[config.mk]
export PLATFORM = sky130hd
export DESIGN_NAME = swu_link
export DESIGN_NICKNAME = d
export VERILOG_FILES = /design/src/rtl/swu_pkg.sv /design/src/rtl/swu_crc8.sv /design/src/rtl/swu_link.sv
export VERILOG_INCLUDE_DIRS = /design/src /design/src/rtl
export SDC_FILE = /design/constraint.sdc
export NUM_CORES = 1
export LEC_CHECK = 0
export ABC_AREA = 1
export BUFFER_PORTS_ARGS = -buffer_cell sky130_fd_sc_hd__buf_2
export CORE_ASPECT_RATIO = 0.7
export CORE_MARGIN = 3
export CORE_UTILIZATION = 55
export CTS_CLUSTER_DIAMETER = 200
export DETAILED_ROUTE_END_ITERATION = 10
export GPL_TIMING_DRIVEN = 0
export PLACE_DENSITY = 0.77
export SKIP_LAST_GASP = 1
export SYNTH_ARGS = -nofsm -noshare
export SYNTH_HDL_FRONTEND = slang
export SYNTH_SLANG_ARGS = --single-unit
[constraint.sdc]
create_clock -name clk -period 2.38 [get_ports clk]
set_input_delay 0.119 -clock clk [delete_from_list [all_inputs] [get_ports clk]]
set_output_delay 0.119 -clock clk [all_outputs]
set_load 0.03 [all_outputs]
[src/rtl/swu_map.svh]
// Constants of the single-wire UART datagram engine
`ifndef SWU_MAP_SVH
`define SWU_MAP_SVH

// ************************************************
// Datagram layout
// ************************************************
`define SWU_SYNC_BYTE 8'h05
`define SWU_NODE_ADDR 8'h00
`define SWU_REPLY_ADDR 8'hff
`define SWU_WRITE_BIT 7
`define SWU_WR_LAST 3'h7
`define SWU_RD_LAST 3'h3
`define SWU_BYTE_ADDR 3'h1
`define SWU_BYTE_REG 3'h2
`define SWU_CRC_INIT 8'h00
`define SWU_CRC_POLY 8'h07

// ************************************************
// Bit timing, in bit times except SWU_MIN_BITLEN, which is in clock cycles
// ************************************************
`define SWU_STOP_IDX 4'h8
`define SWU_TX_STOP_IDX 4'h9
`define SWU_SYNC_FALLS 2'h1
`define SWU_TIMEOUT_BITS 8'd63
`define SWU_RECOVER_BITS 8'd12
`define SWU_RELEASE_BITS 8'd4
`define SWU_DELAY_UNIT 8'd8
`define SWU_MIN_BITLEN 16

`endif

[src/rtl/swu_pkg.sv]
// Types shared by the single-wire UART datagram engine
package swu_pkg;

   typedef enum logic [7:0] {
      SWU_IDLE    = 8'h01,
      SWU_SYNC    = 8'h02,
      SWU_RXBIT   = 8'h04,
      SWU_RXWAIT  = 8'h08,
      SWU_RECOVER = 8'h10,
      SWU_DELAY   = 8'h20,
      SWU_TX      = 8'h40,
      SWU_HOLD    = 8'h80
   } swu_state_t;

endpackage

[src/rtl/swu_crc8.sv]
// Bytewise CRC-8 update, bits taken least significant first
`timescale 1ns/1ps
`include "swu_map.svh"

module swu_crc8 (
   // Running value and new byte
   input wire logic [7:0] crc_in,
   input wire logic [7:0] data_in,
   // Updated value
   output logic [7:0] crc_out
);

   logic [7:0] stage [0:8];

   assign stage[0] = crc_in;

   // ************************************************
   // One serial step per data bit
   // ************************************************
   genvar i;
   generate
      for (i = 0; i < 8; i++) begin : g_bit
         // Feedback of top bit and incoming bit, shifted in at bit 0
         assign stage[i+1] = {stage[i][6:0], 1'b0} ^
                             ((stage[i][7] ^ data_in[i]) ? `SWU_CRC_POLY : 8'h00);
      end
   endgenerate

   assign crc_out = stage[8];

endmodule

[src/rtl/swu_link.sv]
// Single-wire UART slave: datagram receive, CRC check, write strobe, read reply
`timescale 1ns/1ps
`include "swu_map.svh"

// What this block does
// - CRC-8 poly x8+x2+x+1, init zero, LSB first, over every byte but the last.
// - Serial CRC step feeds top bit xor data bit back into the low taps.
// - Last byte of a datagram is the CRC of all bytes before it.
// - Sync nibble is taken as valid; its fixed pattern enters the CRC.
// - Only datagrams with good CRC and own node address are acted on.
// - Datagram counter steps once per accepted write datagram.
// - Counter is 8 bits, wraps, and reads leave it alone.
// - One pin carries non-inverted data in both directions.
// - Line is watched except while a read reply is delayed, sent or held; bit time comes from each sync nibble.
// - Bit time measured from start-bit fall to fall between sync bits 2 and 3.
// - Valid read enables the driver and replies at the measured baud.
// - Driver turns off four bit times after the last reply stop bit.
// - Reply address byte is all ones.
// - Node address is fixed at zero; host requests carry zero.
// - Fixed address lets one write reach every device on the line.
// - Write datagram is 8 bytes of 10 bit times each.
// - Write register address carries bit 7 set; read uses plain address.
// - Device state is zero after power-up unless stated otherwise.
module swu_link #(
   parameter int CNT_W = 16
) (
   // Clock and reset
   input wire logic clk,
   input wire logic rst_n,
   // Shared data pin
   input wire logic sw_in,
   output logic sw_out,
   output logic sw_oe,
   // Configuration
   input wire logic [3:0] reply_delay_setting,
   // Register file side
   output logic reg_wr_stb,
   output logic reg_rd_stb,
   output logic [6:0] reg_addr,
   output logic [31:0] reg_wdata,
   input wire logic [31:0] reg_rdata,
   // Status
   output logic [7:0] dgram_count
);

   swu_pkg::swu_state_t state_reg, state_next;
   logic rx_meta_reg, rx_reg, rx_prev_reg;
   logic [CNT_W-1:0] timer_reg, timer_next;
   logic [CNT_W-1:0] bitlen_reg, bitlen_next;
   logic [CNT_W+1:0] meas_reg, meas_next;
   logic [1:0] falls_reg, falls_next;
   logic [3:0] idx_reg, idx_next;
   logic [7:0] shift_reg, shift_next;
   logic [2:0] byte_reg, byte_next;
   logic [7:0] crc_reg, crc_next;
   logic wr_reg, wr_next;
   logic addr_ok_reg, addr_ok_next;
   logic [7:0] regaddr_reg, regaddr_next;
   logic [31:0] data_reg, data_next;
   logic [7:0] cnt_reg, cnt_next;
   logic [7:0] tx_byte_reg, tx_byte_next;
   logic out_reg, out_next;
   logic oe_reg, oe_next;
   logic [7:0] dgcnt_reg, dgcnt_next;
   logic wr_stb_reg, wr_stb_next;
   logic rd_stb_reg, rd_stb_next;
   logic fall, tick, last_byte, crc_good;
   logic [7:0] rx_byte, crc_in, crc_upd, delay_bits;
   // Named copy, so that single bits of the pattern can be selected
   localparam logic [7:0] SYNC_VAL = `SWU_SYNC_BYTE;

   // ************************************************
   // Pin synchroniser
   // ************************************************
   always_ff @(posedge clk or negedge rst_n) begin
      if (!rst_n) begin
         rx_meta_reg <= 1'b1;
         rx_reg <= 1'b1;
         rx_prev_reg <= 1'b1;
      end else begin
         rx_meta_reg <= sw_in;
         rx_reg <= rx_meta_reg;
         rx_prev_reg <= rx_reg;
      end
   end

   assign fall = rx_prev_reg & ~rx_reg;
   assign tick = (timer_reg == '0);

   // Sync nibble is never checked, only its fixed value is hashed
   assign rx_byte = (byte_reg == 3'h0) ? {shift_reg[7:4], SYNC_VAL[3:0]} : shift_reg;
   assign last_byte = wr_reg ? (byte_reg == `SWU_WR_LAST) : (byte_reg == `SWU_RD_LAST);
   assign crc_good = (rx_byte == crc_reg);
   assign delay_bits = (reply_delay_setting == 4'h0) ? `SWU_DELAY_UNIT :
                       8'({4'h0, reply_delay_setting} * `SWU_DELAY_UNIT);
   assign crc_in = (state_reg == swu_pkg::SWU_TX) ? tx_byte_reg : rx_byte;

   swu_crc8 u_crc (
      .crc_in(crc_reg),
      .data_in(crc_in),
      .crc_out(crc_upd)
   );

   // ************************************************
   // Datagram state machine
   // ************************************************
   always_comb begin
      state_next = state_reg;
      timer_next = tick ? bitlen_reg - 1'b1 : timer_reg - 1'b1;
      bitlen_next = bitlen_reg;
      meas_next = meas_reg;
      falls_next = falls_reg;
      idx_next = idx_reg;
      shift_next = shift_reg;
      byte_next = byte_reg;
      crc_next = crc_reg;
      wr_next = wr_reg;
      addr_ok_next = addr_ok_reg;
      regaddr_next = regaddr_reg;
      data_next = data_reg;
      cnt_next = cnt_reg;
      tx_byte_next = tx_byte_reg;
      out_next = out_reg;
      oe_next = oe_reg;
      dgcnt_next = dgcnt_reg;
      wr_stb_next = 1'b0;
      rd_stb_next = 1'b0;
      case (state_reg)
         swu_pkg::SWU_IDLE: begin
            oe_next = 1'b0;
            out_next = 1'b1;
            if (fall) begin
               state_next = swu_pkg::SWU_SYNC;
               meas_next = '0;
               falls_next = '0;
            end
         end
         swu_pkg::SWU_SYNC: begin
            meas_next = meas_reg + 1'b1;
            if (fall) begin
               falls_next = falls_reg + 1'b1;
               if (falls_reg == `SWU_SYNC_FALLS) begin
                  // Four bit times span start to the bit 2/3 fall
                  bitlen_next = meas_next[CNT_W+1:2];
                  timer_next = {1'b0, meas_next[CNT_W+1:3]};
                  idx_next = 4'h3;
                  shift_next = {SYNC_VAL[2:0], 5'h00};
                  byte_next = 3'h0;
                  crc_next = `SWU_CRC_INIT;
                  wr_next = 1'b0;
                  state_next = swu_pkg::SWU_RXBIT;
               end
            end else if (&meas_reg) begin
               // Too slow to measure: treat as error
               bitlen_next = '1;
               cnt_next = '0;
               state_next = swu_pkg::SWU_RECOVER;
            end
         end
         swu_pkg::SWU_RXBIT: begin
            if (tick) begin
               if (idx_reg != `SWU_STOP_IDX) begin
                  shift_next = {rx_reg, shift_reg[7:1]};
                  idx_next = idx_reg + 1'b1;
               end else if (!rx_reg) begin
                  cnt_next = '0;
                  state_next = swu_pkg::SWU_RECOVER;
               end else if (last_byte) begin
                  if (crc_good && addr_ok_reg) begin
                     if (wr_reg) begin
                        wr_stb_next = 1'b1;
                        dgcnt_next = dgcnt_reg + 1'b1;
                        state_next = swu_pkg::SWU_IDLE;
                     end else begin
                        rd_stb_next = 1'b1;
                        data_next = reg_rdata;
                        cnt_next = '0;
                        state_next = swu_pkg::SWU_DELAY;
                     end
                  end else if (!crc_good) begin
                     // Bad CRC forces a quiet line before resync
                     cnt_next = '0;
                     state_next = swu_pkg::SWU_RECOVER;
                  end else begin
                     state_next = swu_pkg::SWU_IDLE;
                  end
               end else begin
                  crc_next = crc_upd;
                  byte_next = byte_reg + 1'b1;
                  if (byte_reg == `SWU_BYTE_ADDR) begin
                     addr_ok_next = (rx_byte == `SWU_NODE_ADDR);
                  end
                  if (byte_reg == `SWU_BYTE_REG) begin
                     regaddr_next = rx_byte;
                     wr_next = rx_byte[`SWU_WRITE_BIT];
                  end
                  if (byte_reg > `SWU_BYTE_REG) begin
                     data_next = {data_reg[23:0], rx_byte};
                  end
                  cnt_next = '0;
                  state_next = swu_pkg::SWU_RXWAIT;
               end
            end
         end
         swu_pkg::SWU_RXWAIT: begin
            if (fall) begin
               // First sample lands mid data bit 0
               timer_next = bitlen_reg + {1'b0, bitlen_reg[CNT_W-1:1]} - 1'b1;
               idx_next = 4'h0;
               state_next = swu_pkg::SWU_RXBIT;
            end else if (tick) begin
               cnt_next = cnt_reg + 1'b1;
               if (cnt_reg == `SWU_TIMEOUT_BITS) begin
                  state_next = swu_pkg::SWU_IDLE;
               end
            end
         end
         swu_pkg::SWU_RECOVER: begin
            if (!rx_reg) begin
               cnt_next = '0;
               timer_next = bitlen_reg - 1'b1;
            end else if (tick) begin
               cnt_next = cnt_reg + 1'b1;
               if (cnt_reg == `SWU_RECOVER_BITS - 1'b1) begin
                  state_next = swu_pkg::SWU_IDLE;
               end
            end
         end
         swu_pkg::SWU_DELAY: begin
            if (tick) begin
               cnt_next = cnt_reg + 1'b1;
               if (cnt_reg == delay_bits - 1'b1) begin
                  oe_next = 1'b1;
                  out_next = 1'b0;
                  idx_next = 4'h0;
                  byte_next = 3'h0;
                  crc_next = `SWU_CRC_INIT;
                  tx_byte_next = `SWU_SYNC_BYTE;
                  state_next = swu_pkg::SWU_TX;
               end
            end
         end
         swu_pkg::SWU_TX: begin
            if (tick) begin
               if (idx_reg != `SWU_TX_STOP_IDX) begin
                  idx_next = idx_reg + 1'b1;
                  out_next = (idx_reg == `SWU_STOP_IDX) ? 1'b1 : tx_byte_reg[idx_reg[2:0]];
               end else if (byte_reg == `SWU_WR_LAST) begin
                  cnt_next = '0;
                  state_next = swu_pkg::SWU_HOLD;
               end else begin
                  crc_next = crc_upd;
                  byte_next = byte_reg + 1'b1;
                  idx_next = 4'h0;
                  out_next = 1'b0;
                  case (byte_reg)
                     3'h0: tx_byte_next = `SWU_REPLY_ADDR;
                     3'h1: tx_byte_next = {1'b0, regaddr_reg[6:0]};
                     3'h6: tx_byte_next = crc_upd;
                     default: begin
                        tx_byte_next = data_reg[31:24];
                        data_next = {data_reg[23:0], 8'h00};
                     end
                  endcase
               end
            end
         end
         swu_pkg::SWU_HOLD: begin
            out_next = 1'b1;
            if (tick) begin
               cnt_next = cnt_reg + 1'b1;
               if (cnt_reg == `SWU_RELEASE_BITS - 1'b1) begin
                  oe_next = 1'b0;
                  state_next = swu_pkg::SWU_IDLE;
               end
            end
         end
         default: begin
            oe_next = 1'b0;
            state_next = swu_pkg::SWU_IDLE;
         end
      endcase
   end

   always_ff @(posedge clk or negedge rst_n) begin
      if (!rst_n) begin
         state_reg <= swu_pkg::SWU_IDLE;
         timer_reg <= '0;
         bitlen_reg <= CNT_W'(`SWU_MIN_BITLEN);
         meas_reg <= '0;
         falls_reg <= '0;
         idx_reg <= '0;
         shift_reg <= '0;
         byte_reg <= '0;
         crc_reg <= `SWU_CRC_INIT;
         wr_reg <= 1'b0;
         addr_ok_reg <= 1'b0;
         regaddr_reg <= '0;
         data_reg <= '0;
         cnt_reg <= '0;
         tx_byte_reg <= '0;
         out_reg <= 1'b1;
         oe_reg <= 1'b0;
         dgcnt_reg <= '0;
         wr_stb_reg <= 1'b0;
         rd_stb_reg <= 1'b0;
      end else begin
         state_reg <= state_next;
         timer_reg <= timer_next;
         bitlen_reg <= bitlen_next;
         meas_reg <= meas_next;
         falls_reg <= falls_next;
         idx_reg <= idx_next;
         shift_reg <= shift_next;
         byte_reg <= byte_next;
         crc_reg <= crc_next;
         wr_reg <= wr_next;
         addr_ok_reg <= addr_ok_next;
         regaddr_reg <= regaddr_next;
         data_reg <= data_next;
         cnt_reg <= cnt_next;
         tx_byte_reg <= tx_byte_next;
         out_reg <= out_next;
         oe_reg <= oe_next;
         dgcnt_reg <= dgcnt_next;
         wr_stb_reg <= wr_stb_next;
         rd_stb_reg <= rd_stb_next;
      end
   end

   assign sw_out = out_reg;
   assign sw_oe = oe_reg;
   assign reg_wr_stb = wr_stb_reg;
   assign reg_rd_stb = rd_stb_reg;
   assign reg_addr = regaddr_reg[6:0];
   assign reg_wdata = data_reg;
   assign dgram_count = dgcnt_reg;
endmodule

* After elaboration in Yosys (flattened, before gate mapping)
Index checks and enable logic that the tools add are counted.
** Storage, ports and cells
- Bits in registers :: 155
- Input port bits :: 39
- Output and inout bits :: 51
- Word-level logic and storage cells :: 312
** Cells by class
- $add $sub $neg :: 11
- Magnitude comparators :: 2
- Equality and inequality tests :: 58
- Mux-type cells :: 162
- Bitwise operators :: 21
- Reduce and logical (&&, ||, !) cells :: 35
** Operators with widths (number)
- 2-to-1 mux 8 bit :: 58
- 2-to-1 mux 32 bit :: 11
- 2-to-1 mux 16 bit :: 8
- one-hot mux 32 bit (2 select lines) :: 1
- one-hot mux 8 bit (8 select lines) :: 1
- XOR 8 bit :: 8
- 2-to-1 mux 3 bit :: 19
- != test 2 bit (second input constant) :: 24
- one-hot mux 16 bit (3 select lines) :: 1
- one-hot mux 8 bit (6 select lines) :: 1
- subtractor 16 x 1 -> 16 bit (second input constant) :: 3
- 2-to-1 mux 4 bit :: 11
- one-hot mux 18 bit (2 select lines) :: 1
- 2-to-1 mux 1 bit :: 33
- one-hot mux 8 bit (2 select lines) :: 2
- one-hot mux 8 bit (4 select lines) :: 1
- != test 3 bit (second input constant) :: 8
- one-hot mux 8 bit (3 select lines) :: 1
- AND reduction 11 bit :: 2
- one-hot mux 4 bit (5 select lines) :: 1
- adder 18 x 1 -> 18 bit (second input constant) :: 1
- 2-to-1 mux 18 bit :: 1
- AND reduction 18 bit :: 1
- AND reduction 6 bit :: 3
- other kinds (58) :: 88

* Depth between registers and ports, before layout
Gate-level depths: netlist (run 1).
- Depth after elaboration :: 32
- Depth in mapped cells :: 17

* Hierarchy
A second synthesis (run 1) with hierarchy kept.
** Second synthesis, totals
- Cells, all modules :: 1655
- Area total of the unflattened synthesis :: 11402.2 µm²
** By module, submodules not included
- swu_link :: times used 1, cells an instance 1586, area each 11071.9 µm², sequential area each 3886.2 µm²
- swu_crc8 :: times used 1, cells an instance 69, area each 330.3 µm², sequential area each 0.0 µm²

* Least setup slack after synthesis (run 1)
OpenSTA, ideal clock, no wires.
- Path kind :: reg2reg
- Start :: register bitlen_reg[4]
- End :: register timer_reg[12]
- Data arrival time :: 2261 ps
- Setup slack :: -8 ps
- Stages on the path, launching flop included :: 14
- Cells stage by stage :: dfstp_2 -> inv_1 -> ha_1 -> inv_1 -> ha_1 -> nand3_1 -> a31oi_1 -> nor2_1 -> nor2_1 -> o21ai_0 -> o21ai_0 -> or2_2 -> nand2_1 -> nand3b_1
** On the way
- Cells in the longest elaborated chain, start to end :: 5
- Elaborated cells on any way between the ends :: 9
** RTL lines
- from (decl) :: line swu_link.sv:49 : logic [CNT_W-1:0] bitlen_reg, bitlen_next;
- from (signal assigned) :: line swu_link.sv:289 : bitlen_reg <= CNT_W'(`SWU_MIN_BITLEN);
- from (signal assigned) :: line swu_link.sv:310 : bitlen_reg <= bitlen_next;
- parallel branches: the longest is 4 deep, another holds adder 16 x 15 -> 16 bit
- one-hot mux 16 bit (3 select lines) * :: line swu_link.sv:128 : case (state_reg)
- via timer_next[12] :: line swu_link.sv:48 : logic [CNT_W-1:0] timer_reg, timer_next;
- to (signal assigned) :: line swu_link.sv:309 : timer_reg <= timer_next;
- to (decl) :: line swu_link.sv:48
Mark *: on every way through the listed nets, which the timed path passes.
A chain may end at the register's enable or synchronous reset.

* Worst setup path in the final report (run 1)
Ends and elaborated chain as after synthesis.

==> impl_metrics.yaml, run 1 <==
worst_setup_path:
  path_delay_family: "simple AND/OR/NAND/NOR gates"
  arrival_ns: 2.70
  path_max_fanout: 5
  critPathSlowestCell: "dfstp_2"
  ff2ff_setup_slack_ns: -0.008
  crit_type: "reg -> reg"
  r2r-end: "timer_reg[12]"
  r2r_start: "bitlen_reg[4]"
  cp_cell_sequence: "inv_4 > ha_4 > inv_2 > ha_4 > nand2_2 > a31oi_4 > nor2_4 > nor2_4 > o21ai_4 > o21ai_2 > or2_2 > nand2_1 > nand3b_1"
  cp.required_ns: 2.69
  end_kind: "flop"
  critPathLaunchType: "flop"
  cp_slowest_stage_delay_ns: 0.54
  r2r_cells: 13
  crit_buf_inv: 2
power:
  irDropWorstVdd_v: 0.00190
  p_total_w: 0.0214
  power_density_mw_per_mm2: 1540
  leakage_nw: 6.78
route:
  via_count: 11650
  drt_iter0_drc: 1553
  drc: 0
  drt-wirelength-per-cell_um: 18.1
  ant_nets: 0
  dr.pass1.iters: 7
  vias_per_cell: 5.81
  routed_wl_um: 36300
die:
  dieHeight_um: 123
  die_area_mm2: 0.0215
  die_w_um: 174
  start_util: 0.567
  core_area_mm2: 0.0191
  fp-row-count: 42
  ios: 90
synthesis:
  async_reset_ff_frac: 1.00
  netlist_instances: 1560
  synth-edff-count: 0
  synth.most_common_cell: "nand2_1"
  syn_nets: 1649
  synth_ff_type: "dfrtp_1"
  ys_seq_area_frac: 0.359
  synth_area_leader_cell: "dfrtp_1"
  synth.area.top_cells: "dfrtp_1 34%, nand2_1 17%, inv_1 6.6%"
  avgSynthCellArea_um2: 6.95
  yosysWarnings: 0
  ys_seq_elements: 155
  synth_commonest_cells: "495 x nand2_1, 190 x inv_1, 149 x dfrtp_1"
  ys_types: 47
  yosysTopAreaCellShare: 0.344
  netlist_area_mm2: 0.0108
sta:
  setup_ws_ns: -0.00765
  rsz0062_at_grt: "true"
  worst_pin_slew_ns: 0.704
  fin_skew_ns: 0.0111
  finalSetupViolCount: 1
  hold_violations: 0
  fin_crit_ns: 2.39
  fmax_ghz: 0.419
  finalCritPeriodShare: 1.00
  maxSlewHeadroom: 0.530
  slew_viol_final: 0
global_route:
  first_global_vias: 9892
  track_usage: 0.311
  overflow: 0
  grt_max_degree: 100
  grt_pass1_wl_um: 52400
  antenna_found_initial: 2
final_layout:
  fillers: 1492
  layout.nets: 1816
  drive_above_1_share: 0.251
  largest_register_ffs: 32
  area_delta_synth_final_pct: 28.5
  stdcell_count: 2005
placement:
  placedCellCount: 1914
  post-place-ws_ns: -0.391
  gp_congestion: 1.00
  io_buffers: 89
  dp_hpwl_um: 25300
worst_hold_path:
  hold_path.class: "in -> reg"
  min_from: "reg_rdata[12]"
  hold_depth: 5
  min_to: "reg_wdata[12]"
cts:
  clock-sinks: 155
  cts_buffers: 17
  clkTransAtPathRegs_ns: 0.06
  htree_levels: 4
  cts_tree: "built"
  clock_path_buffers: 2
  clkLatencyLatePin_ns: 0.44
  cts-root-buf: "clkbuf_16"
job:
  max_cap_viol_count: 0
outcome:
  status: "finished, violations left"
  violations: "negative setup slack"
[layout make-up]
class	count	area, µm²	share of cell area
Antenna cell	1	2.50	0.000180
Buffer	37	294	0.0211
Clock buffer	22	464	0.0333
Clock inverter	10	141	0.0102
Inverter	204	788	0.0566
Multi-Input combinational cell	1166	7060	0.507
Sequential cell	155	3890	0.279
Tap cell	264	330	0.0237
Timing Repair Buffer	146	953	0.0685
[per-layer routing]
metal	wire (µm)	global-route usage	vias to the layer above
met4	539	0.0622	0
met5	0	0	-
met3	4710	0.0872	60
met2	14900	0.420	693
met1	16100	0.490	5490
li1	-	-	5407
[cell families after synthesis]
group / Yosys count / share of synthesized area
AO/OA/AOI/OAI: 223 / 0.117
adder cells (fa/ha/maj): 50 / 0.0584
buffers and inverters: 241 / 0.0857
XOR/XNOR: 68 / 0.0550
AND/OR/NAND/NOR: 823 / 0.326
flip-flops: 155 / 0.359
[worst max path at each step]
stage,cells past startpoint,endpoint,startpoint
after floorplan,13,timer_reg[12],bitlen_reg[4]
after CTS,15,reg_wdata[22],timer_reg[0]
final,13,timer_reg[12],bitlen_reg[4]
after global routing,15,timer_reg[8],bitlen_reg[4]
after global placement,1,meas_reg[6],rst_n
after detailed placement,14,reg_wdata[22],timer_reg[0]
[power breakdown]
group / total, W / switching (W) / internal (W)
clock: 0.00285 / 0.00115 / 0.00171
combinational: 0.0146 / 0.00916 / 0.00546
sequential: 0.00396 / 0.000642 / 0.00332
[worst min-delay path: cells and delay by family]
| kind | cells | cell delay (ns) |
|---|---|---|
| and+or+nand+nor | 4 | 0.23 |
| buffers and inverters | 1 | 0.08 |
[cells in the final DEF (no fill, tap or decap), types with 31 or more instances in the layout]
master,instances
o21ai_0,86
nand2_1,444
buf_2,91
nand2_2,41
dfrtp_1,146
a21oi_1,35
xor2_1,45
inv_1,164
inv_2,31
nand3_1,105
ha_1,33
buf_4,48
nor2_1,91
[repair_timing]
action,in CTS,in global routing
endpoints found under the setup margin,112,123
pin swaps,15,59
hold buffers,2,0
setup buffers,13,38
resized for setup,87,245
hold endpoints to repair,57,0
cloned,1,4
[metrics by stage]
| stage | util | cell area, µm² | TNS, ns | hold WS [ns] |
|---|---|---|---|---|
| floorplan | - | 10800 | 0 | -0.177 |
| finish | 0.728 | 13900 | -0.00765 | 0.0191 |
| CTS | 0.663 | 12700 | -0.140 | 0.0127 |
| detailed placement | 0.609 | 11600 | -23.92 | 0.123 |
| global route | 0.728 | 13900 | -1.72 | 0.0486 |
| global placement | 0.607 | 11600 | -197.07 | 0.226 |
(Power assumes the default switching activity.)
==> run 2: changes to the inputs <==
CORE_UTILIZATION = 56   (was 55)
PLACE_DENSITY = 0.78   (was 0.77)
SYNTH_HIERARCHICAL = 1   (was unset)
==> impl_metrics.yaml, run 2 <==
sta:
  setup_ws_ns: -0.119
  fin_skew_ns: 0.0152
  rsz0062_at_grt: "true"
  fin_crit_ns: 2.50
  slew_viol_final: 0
  final.setup.tns_ns: -0.963
  fmax_ghz: 0.400
  finalCritPeriodShare: 1.05
  finalSetupViolCount: 18
  timing.hold.ws_ns: 0.00254
  hold_violations: 0
  worst_pin_slew_ns: 0.806
  maxSlewHeadroom: 0.463
synthesis:
  avgSynthCellArea_um2: 6.89
  synth.most_common_cell: "nand2_1"
  yosysWarnings: 6
  synth.area.top_cells: "dfrtp_1 33%, nand2_1 17%, nand3_1 6.7%"
  synth_commonest_cells: "509 x nand2_1, 195 x inv_1, 158 x nor2_1"
  yosysTopAreaCellShare: 0.327
  syn_nets: 1744
  ys_seq_elements: 155
  async_reset_ff_frac: 1.00
  synth-edff-count: 0
  ys_types: 50
  netlist_area_mm2: 0.0114
  synth_area_leader_cell: "dfrtp_1"
  netlist_instances: 1655
  ys_seq_area_frac: 0.341
  synth_ff_type: "dfrtp_1"
power:
  power_density_mw_per_mm2: 1270
  irDropWorstVdd_v: 0.00103
  leakage_nw: 7.55
global_route:
  overflow: 0
  first_global_vias: 11333
  antenna_found_initial: 1
  grt_pass1_wl_um: 59800
  grt_max_degree: 84
  track_usage: 0.339
cts:
  cts-root-buf: "clkbuf_16"
  clkTransAtPathRegs_ns: 0.08
  cts_buffers: 17
  clock_path_buffers: 2
  cts_tree: "built"
  htree_levels: 4
  clock-sinks: 155
  clkLatencyLatePin_ns: 0.44
route:
  drc: 0
  ant_nets: 0
  routed_wl_um: 40300
  drt_iter0_drc: 1814
  via_count: 12881
  vias_per_cell: 6.04
  dr.pass1.iters: 6
  drt-wirelength-per-cell_um: 18.9
worst_hold_path:
  hold_depth: 3
  min_from: "reg_rdata[28]"
  min_to: "reg_wdata[28]"
  hold_path.class: "in -> reg"
worst_setup_path:
  r2r_cells: 17
  r2r-end: "tx_byte_reg[3]"
  end_kind: "flop"
  crit_type: "reg -> reg"
  cp.required_ns: 2.70
  path_max_fanout: 5
  r2r_start: "state_reg[0]"
  critPathLaunchType: "flop"
  arrival_ns: 2.82
  ff2ff_setup_slack_ns: -0.12
placement:
  io_buffers: 89
  gp_congestion: 0.987
  dp_hpwl_um: 27300
final_layout:
  layout.nets: 1945
  layout_common_cells: "452 x nand2_1, 172 x inv_1, 144 x dfrtp_1"
  largest_register_ffs: 32
  drive_above_1_share: 0.244
  area_delta_synth_final_pct: 27.8
  fillers: 1417
  final_common_cell: "nand2_1"
die:
  start_util: 0.586
  dieHeight_um: 125
  die_area_mm2: 0.0221
  fp-row-count: 42
  ios: 90
  core_area_mm2: 0.0194
  die_w_um: 177
outcome:
  status: "finished, violations left"
  violations: "negative setup slack"
job:
  max_cap_viol_count: 0
==> run 2: cell types whose count changed in the layout (fill, tap and decap cells not counted), moves of 14 or more <==
cell	previous run	this run
buf_4	48	62
nand2_2	41	56
nor2_1	91	135
dlygate4sd3_1	2	22
o21ai_0	86	64
mux2i_1	0	24
xor2_1	45	30
nand4_1	21	48
nand3_1	105	142
==> run 2: cell families (layout without fill, tap and decap cells) <==
logic type | count (synthesis) | in the layout | synth area share
and+or+nand+nor | 936 | 937 | 0.357
buffers and inverters | 243 | 456 | 0.0843
AOI/OAI and AO/OA | 195 | 195 | 0.0996
DFF | 155 | 155 | 0.341
xor gates and xnor gates | 52 | 52 | 0.0413
adders and majority gates | 50 | 50 | 0.0555
muxes | 24 | 24 | 0.0211
other | 0 | 1 | 0
==> run 2: metrics by stage <==
step                      utilization  total power (W)  instances  setup slack [ns]  instance area (µm²)
after floorplan                     -           0.0109       1655            0.0188                11400
after global placement          0.626           0.0131       2008             -1.17                12200
after detailed placement        0.628           0.0134       2009            -0.671                12200
after CTS                       0.706           0.0168       2101           -0.0230                13700
after global routing            0.749           0.0197       2134            -0.209                14600
final                           0.749           0.0185       2134            -0.119                14600
==> run 2: layout make-up <==
class / instances / area, µm² / area share
Multi-Input combinational cell: 1258 / 7340 / 0.504
Sequential cell: 155 / 3890 / 0.267
Timing Repair Buffer: 182 / 1320 / 0.0903
Inverter: 209 / 802 / 0.0550
Clock buffer: 17 / 425 / 0.0292
Tap cell: 264 / 330 / 0.0227
Buffer: 33 / 297 / 0.0204
Clock inverter: 15 / 159 / 0.0109
Antenna cell: 1 / 2.50 / 0.000172
==> run 2: repair_timing <==
action | CTS | global route
gates cloned | 2 | 4
buffers inserted | 37 | 29
endpoints found under the setup margin | 109 | 138
pin swaps | 34 | 54
gates resized for setup | 107 | 174
endpoints found under the hold margin | 102 | 0
hold buffers | 22 | 0
==> run 2: worst max-delay path, stage by stage, from the launching register on <==
cell and delay (ns):
dfstp_2 0.55, nor2_2 0.05, nand2_2 0.13, inv_4 0.07, nand2_8 0.10, inv_8 0.04
buf_2 0.14, nand2_1 0.12, nand2_4 0.09, xnor2_4 0.15, xnor2_1 0.23, inv_1 0.07
nand2_1 0.07, nand2_1 0.05, inv_1 0.10, o2111ai_2 0.18, o211ai_1 0.15, o21ai_1 0.07
==> run 2: worst max-delay path by stage <==
stage                       from              to  slack (ns)  cells after the start
finish              state_reg[0]  tx_byte_reg[3]       -0.12                     17
global route        state_reg[0]  tx_byte_reg[3]       -0.21                     16
CTS                       rx_reg      cnt_reg[1]       -0.02                     12
detailed placement  state_reg[0]  tx_byte_reg[1]       -0.67                     21
global placement           rst_n     meas_reg[7]       -1.17                      1
floorplan           state_reg[0]  tx_byte_reg[1]        0.02                     21
==> run 2: power by group <==
group / switching [W] / total (W) / internal, W
sequential: 0.000734 / 0.00399 / 0.00325
clock: 0.00129 / 0.00276 / 0.00148
combinational: 0.00757 / 0.0118 / 0.00421
total: 0.00959 / 0.0185 / 0.00894
==> run 2: metal layers <==
layer	part of all wire	vias to the layer above	global-route usage
met2	0.41	886	0.459
met3	0.13	113	0.0973
met5	0	-	0
li1	-	5813	-
met1	0.43	6069	0.524
met4	0.027	0	0.0877
==> run 3: changes to the inputs <==
RECOVER_POWER = 100   (was unset)
SLEW_MARGIN = 5   (was unset)
==> impl_metrics.yaml, run 3 (synthesis results as in run 2) <==
power:
  power_density_mw_per_mm2: 1280
  power_switching_w: 0.00950
  p_comb_frac: 0.630
  pwr-share-seq: 0.218
  p_clk_frac: 0.152
  swShare: 0.520
  leakage_nw: 7.34
  irDropWorstVdd_v: 0.00116
  intPower_w: 0.00877
worst_setup_path:
  r2r_cells: 12
  path_delay_family: "simple AND/OR/NAND/NOR gates"
  end_kind: "flop"
  cp_cell_sequence: "buf_4 > inv_2 > nand2_2 > inv_2 > nand3_2 > nand2_1 > nor2_1 > nand2_1 > nor3_4 > buf_4 > nand4_1 > nand2_1"
  path_max_fanout: 10
  critPathLaunchType: "flop"
  cp.depth: 12
  crit_buf_inv: 4
  crit_type: "reg -> reg"
  cp.required_ns: 2.75
  cp_slowest_stage_delay_ns: 0.53
  critPathSlowestCell: "dfstp_2"
  arrival_ns: 2.88
  crit_top_cell: "nand2_1"
final_layout:
  multi_input_area_mm2: 0.00728
  drive_above_1_share: 0.210
  area_delta_synth_final_pct: 25.3
  layout.nets: 1938
  num_antenna_cells: 0
  largest_register_ffs: 32
  regArea_mm2: 0.00389
  final_common_cell: "nand2_1"
  layout_common_cells: "455 x nand2_1, 173 x inv_1, 143 x dfrtp_1"
  fillers: 1523
die:
  ios: 90
  fp-row-count: 42
  die_w_um: 177
  die_area_mm2: 0.0221
  start_util: 0.586
  core_area_mm2: 0.0194
  dieHeight_um: 125
cts:
  cts-root-buf: "clkbuf_16"
  clock_path_buffers: 2
  cts_tree: "built"
  clock-sinks: 155
  cts_buffers: 17
  clkLatencyLatePin_ns: 0.44
  htree_levels: 4
  clkTransAtPathRegs_ns: 0.07
global_route:
  grt_max_degree: 116
  first_global_vias: 11284
  grt_pass1_wl_um: 59900
  overflow: 0
  antenna_found_initial: 0
  track_usage: 0.338
route:
  dr.pass1.iters: 8
  drc: 0
  drt-wirelength-per-cell_um: 18.4
  routed_wl_um: 39100
  via_count: 12765
  drt_iter0_drc: 1540
  ant_nets: 0
  vias_per_cell: 6.00
sta:
  finalSetupViolCount: 35
  fin_crit_ns: 2.51
  slew_viol_final: 0
  worst_pin_slew_ns: 1.10
  rsz0062_at_grt: "true"
  finalCritPeriodShare: 1.05
  hold_violations: 0
  maxSlewHeadroom: 0.265
  final.setup.tns_ns: -1.91
  fin_skew_ns: 0.0120
  timing.hold.ws_ns: 0.000742
  fmax_ghz: 0.398
  setup_ws_ns: -0.130
placement:
  gp_congestion: 0.987
  dp_hpwl_um: 27200
  io_buffers: 89
outcome:
  status: "finished, violations left"
  violations: "negative setup slack"
job:
  max_cap_viol_count: 0
worst_hold_path:
  hold_path.class: "in -> reg"
  hold_depth: 3
-- run 3: worst reg2reg max path: stages (launching register included) --
cell     delay, ns
dfstp_2       0.53
buf_4         0.20
inv_2         0.07
nand2_2       0.20
inv_2         0.17
nand3_2       0.22
nand2_1       0.13
nor2_1        0.18
nand2_1       0.12
nor3_4        0.25
buf_4         0.22
nand4_1       0.09
nand2_1       0.08
-- run 3: layout make-up --
class | count | share of cell area
plain buffers | 33 | 0.0186
clock inverters | 14 | 0.0104
inverters | 209 | 0.0561
clock buffers | 18 | 0.0307
well taps | 264 | 0.0231
flip-flops and latches | 155 | 0.273
repair buffers | 175 | 0.0787
multi-input cells | 1258 | 0.510
-- run 3: timing repair --
action	in CTS	in global routing
hold endpoints to repair	60	0
buffers inserted	31	32
cloned	1	2
hold buffers	21	0
endpoints found under the setup margin	108	138
pin swaps	33	50
resized for setup	110	141
-- run 3: layer usage --
metal	GRT usage	up-vias	wire, µm
met5	0	-	0
met1	0.531	5994	16900
met4	0.0762	0	852
met3	0.0924	102	5460
met2	0.457	874	15900
li1	-	5795	-
-- run 3: final timing paths --
path	startpoint	end	slack, ns
min	reg_rdata[10]	reg_wdata[10]	0.0007
min in group asynchronous	rst_n	reg_wdata[20]	0.39
max	rx_reg	cnt_reg[2]	-0.13
min reg2reg	rx_meta_reg	rx_reg	0.36
max reg2reg	rx_reg	cnt_reg[2]	-0.13
max in group asynchronous	rst_n	bitlen_reg[10]	0.28
-- run 3: through the flow --
step	instances	utilization	cell area, µm²	total power (W)	setup WS [ns]
floorplan	1655	-	11400	0.0109	0.0188
global placement	2008	0.626	12200	0.0131	-1.17
detailed placement	2009	0.628	12200	0.0134	-0.678
CTS	2093	0.704	13700	0.0168	-0.0563
global route	2126	0.735	14300	0.0196	-0.277
finish	2126	0.735	14300	0.0183	-0.130
-- run 3: power by group through the flow --
stage	Clock, W	Sequential, W	Combinational [W]
after global routing	0.00290	0.00402	0.0127
final	0.00278	0.00398	0.0115
after global placement	0	0.00388	0.00923
after floorplan	0	0.00419	0.00667
after CTS	0.00278	0.00389	0.0102
after detailed placement	0	0.00391	0.00945
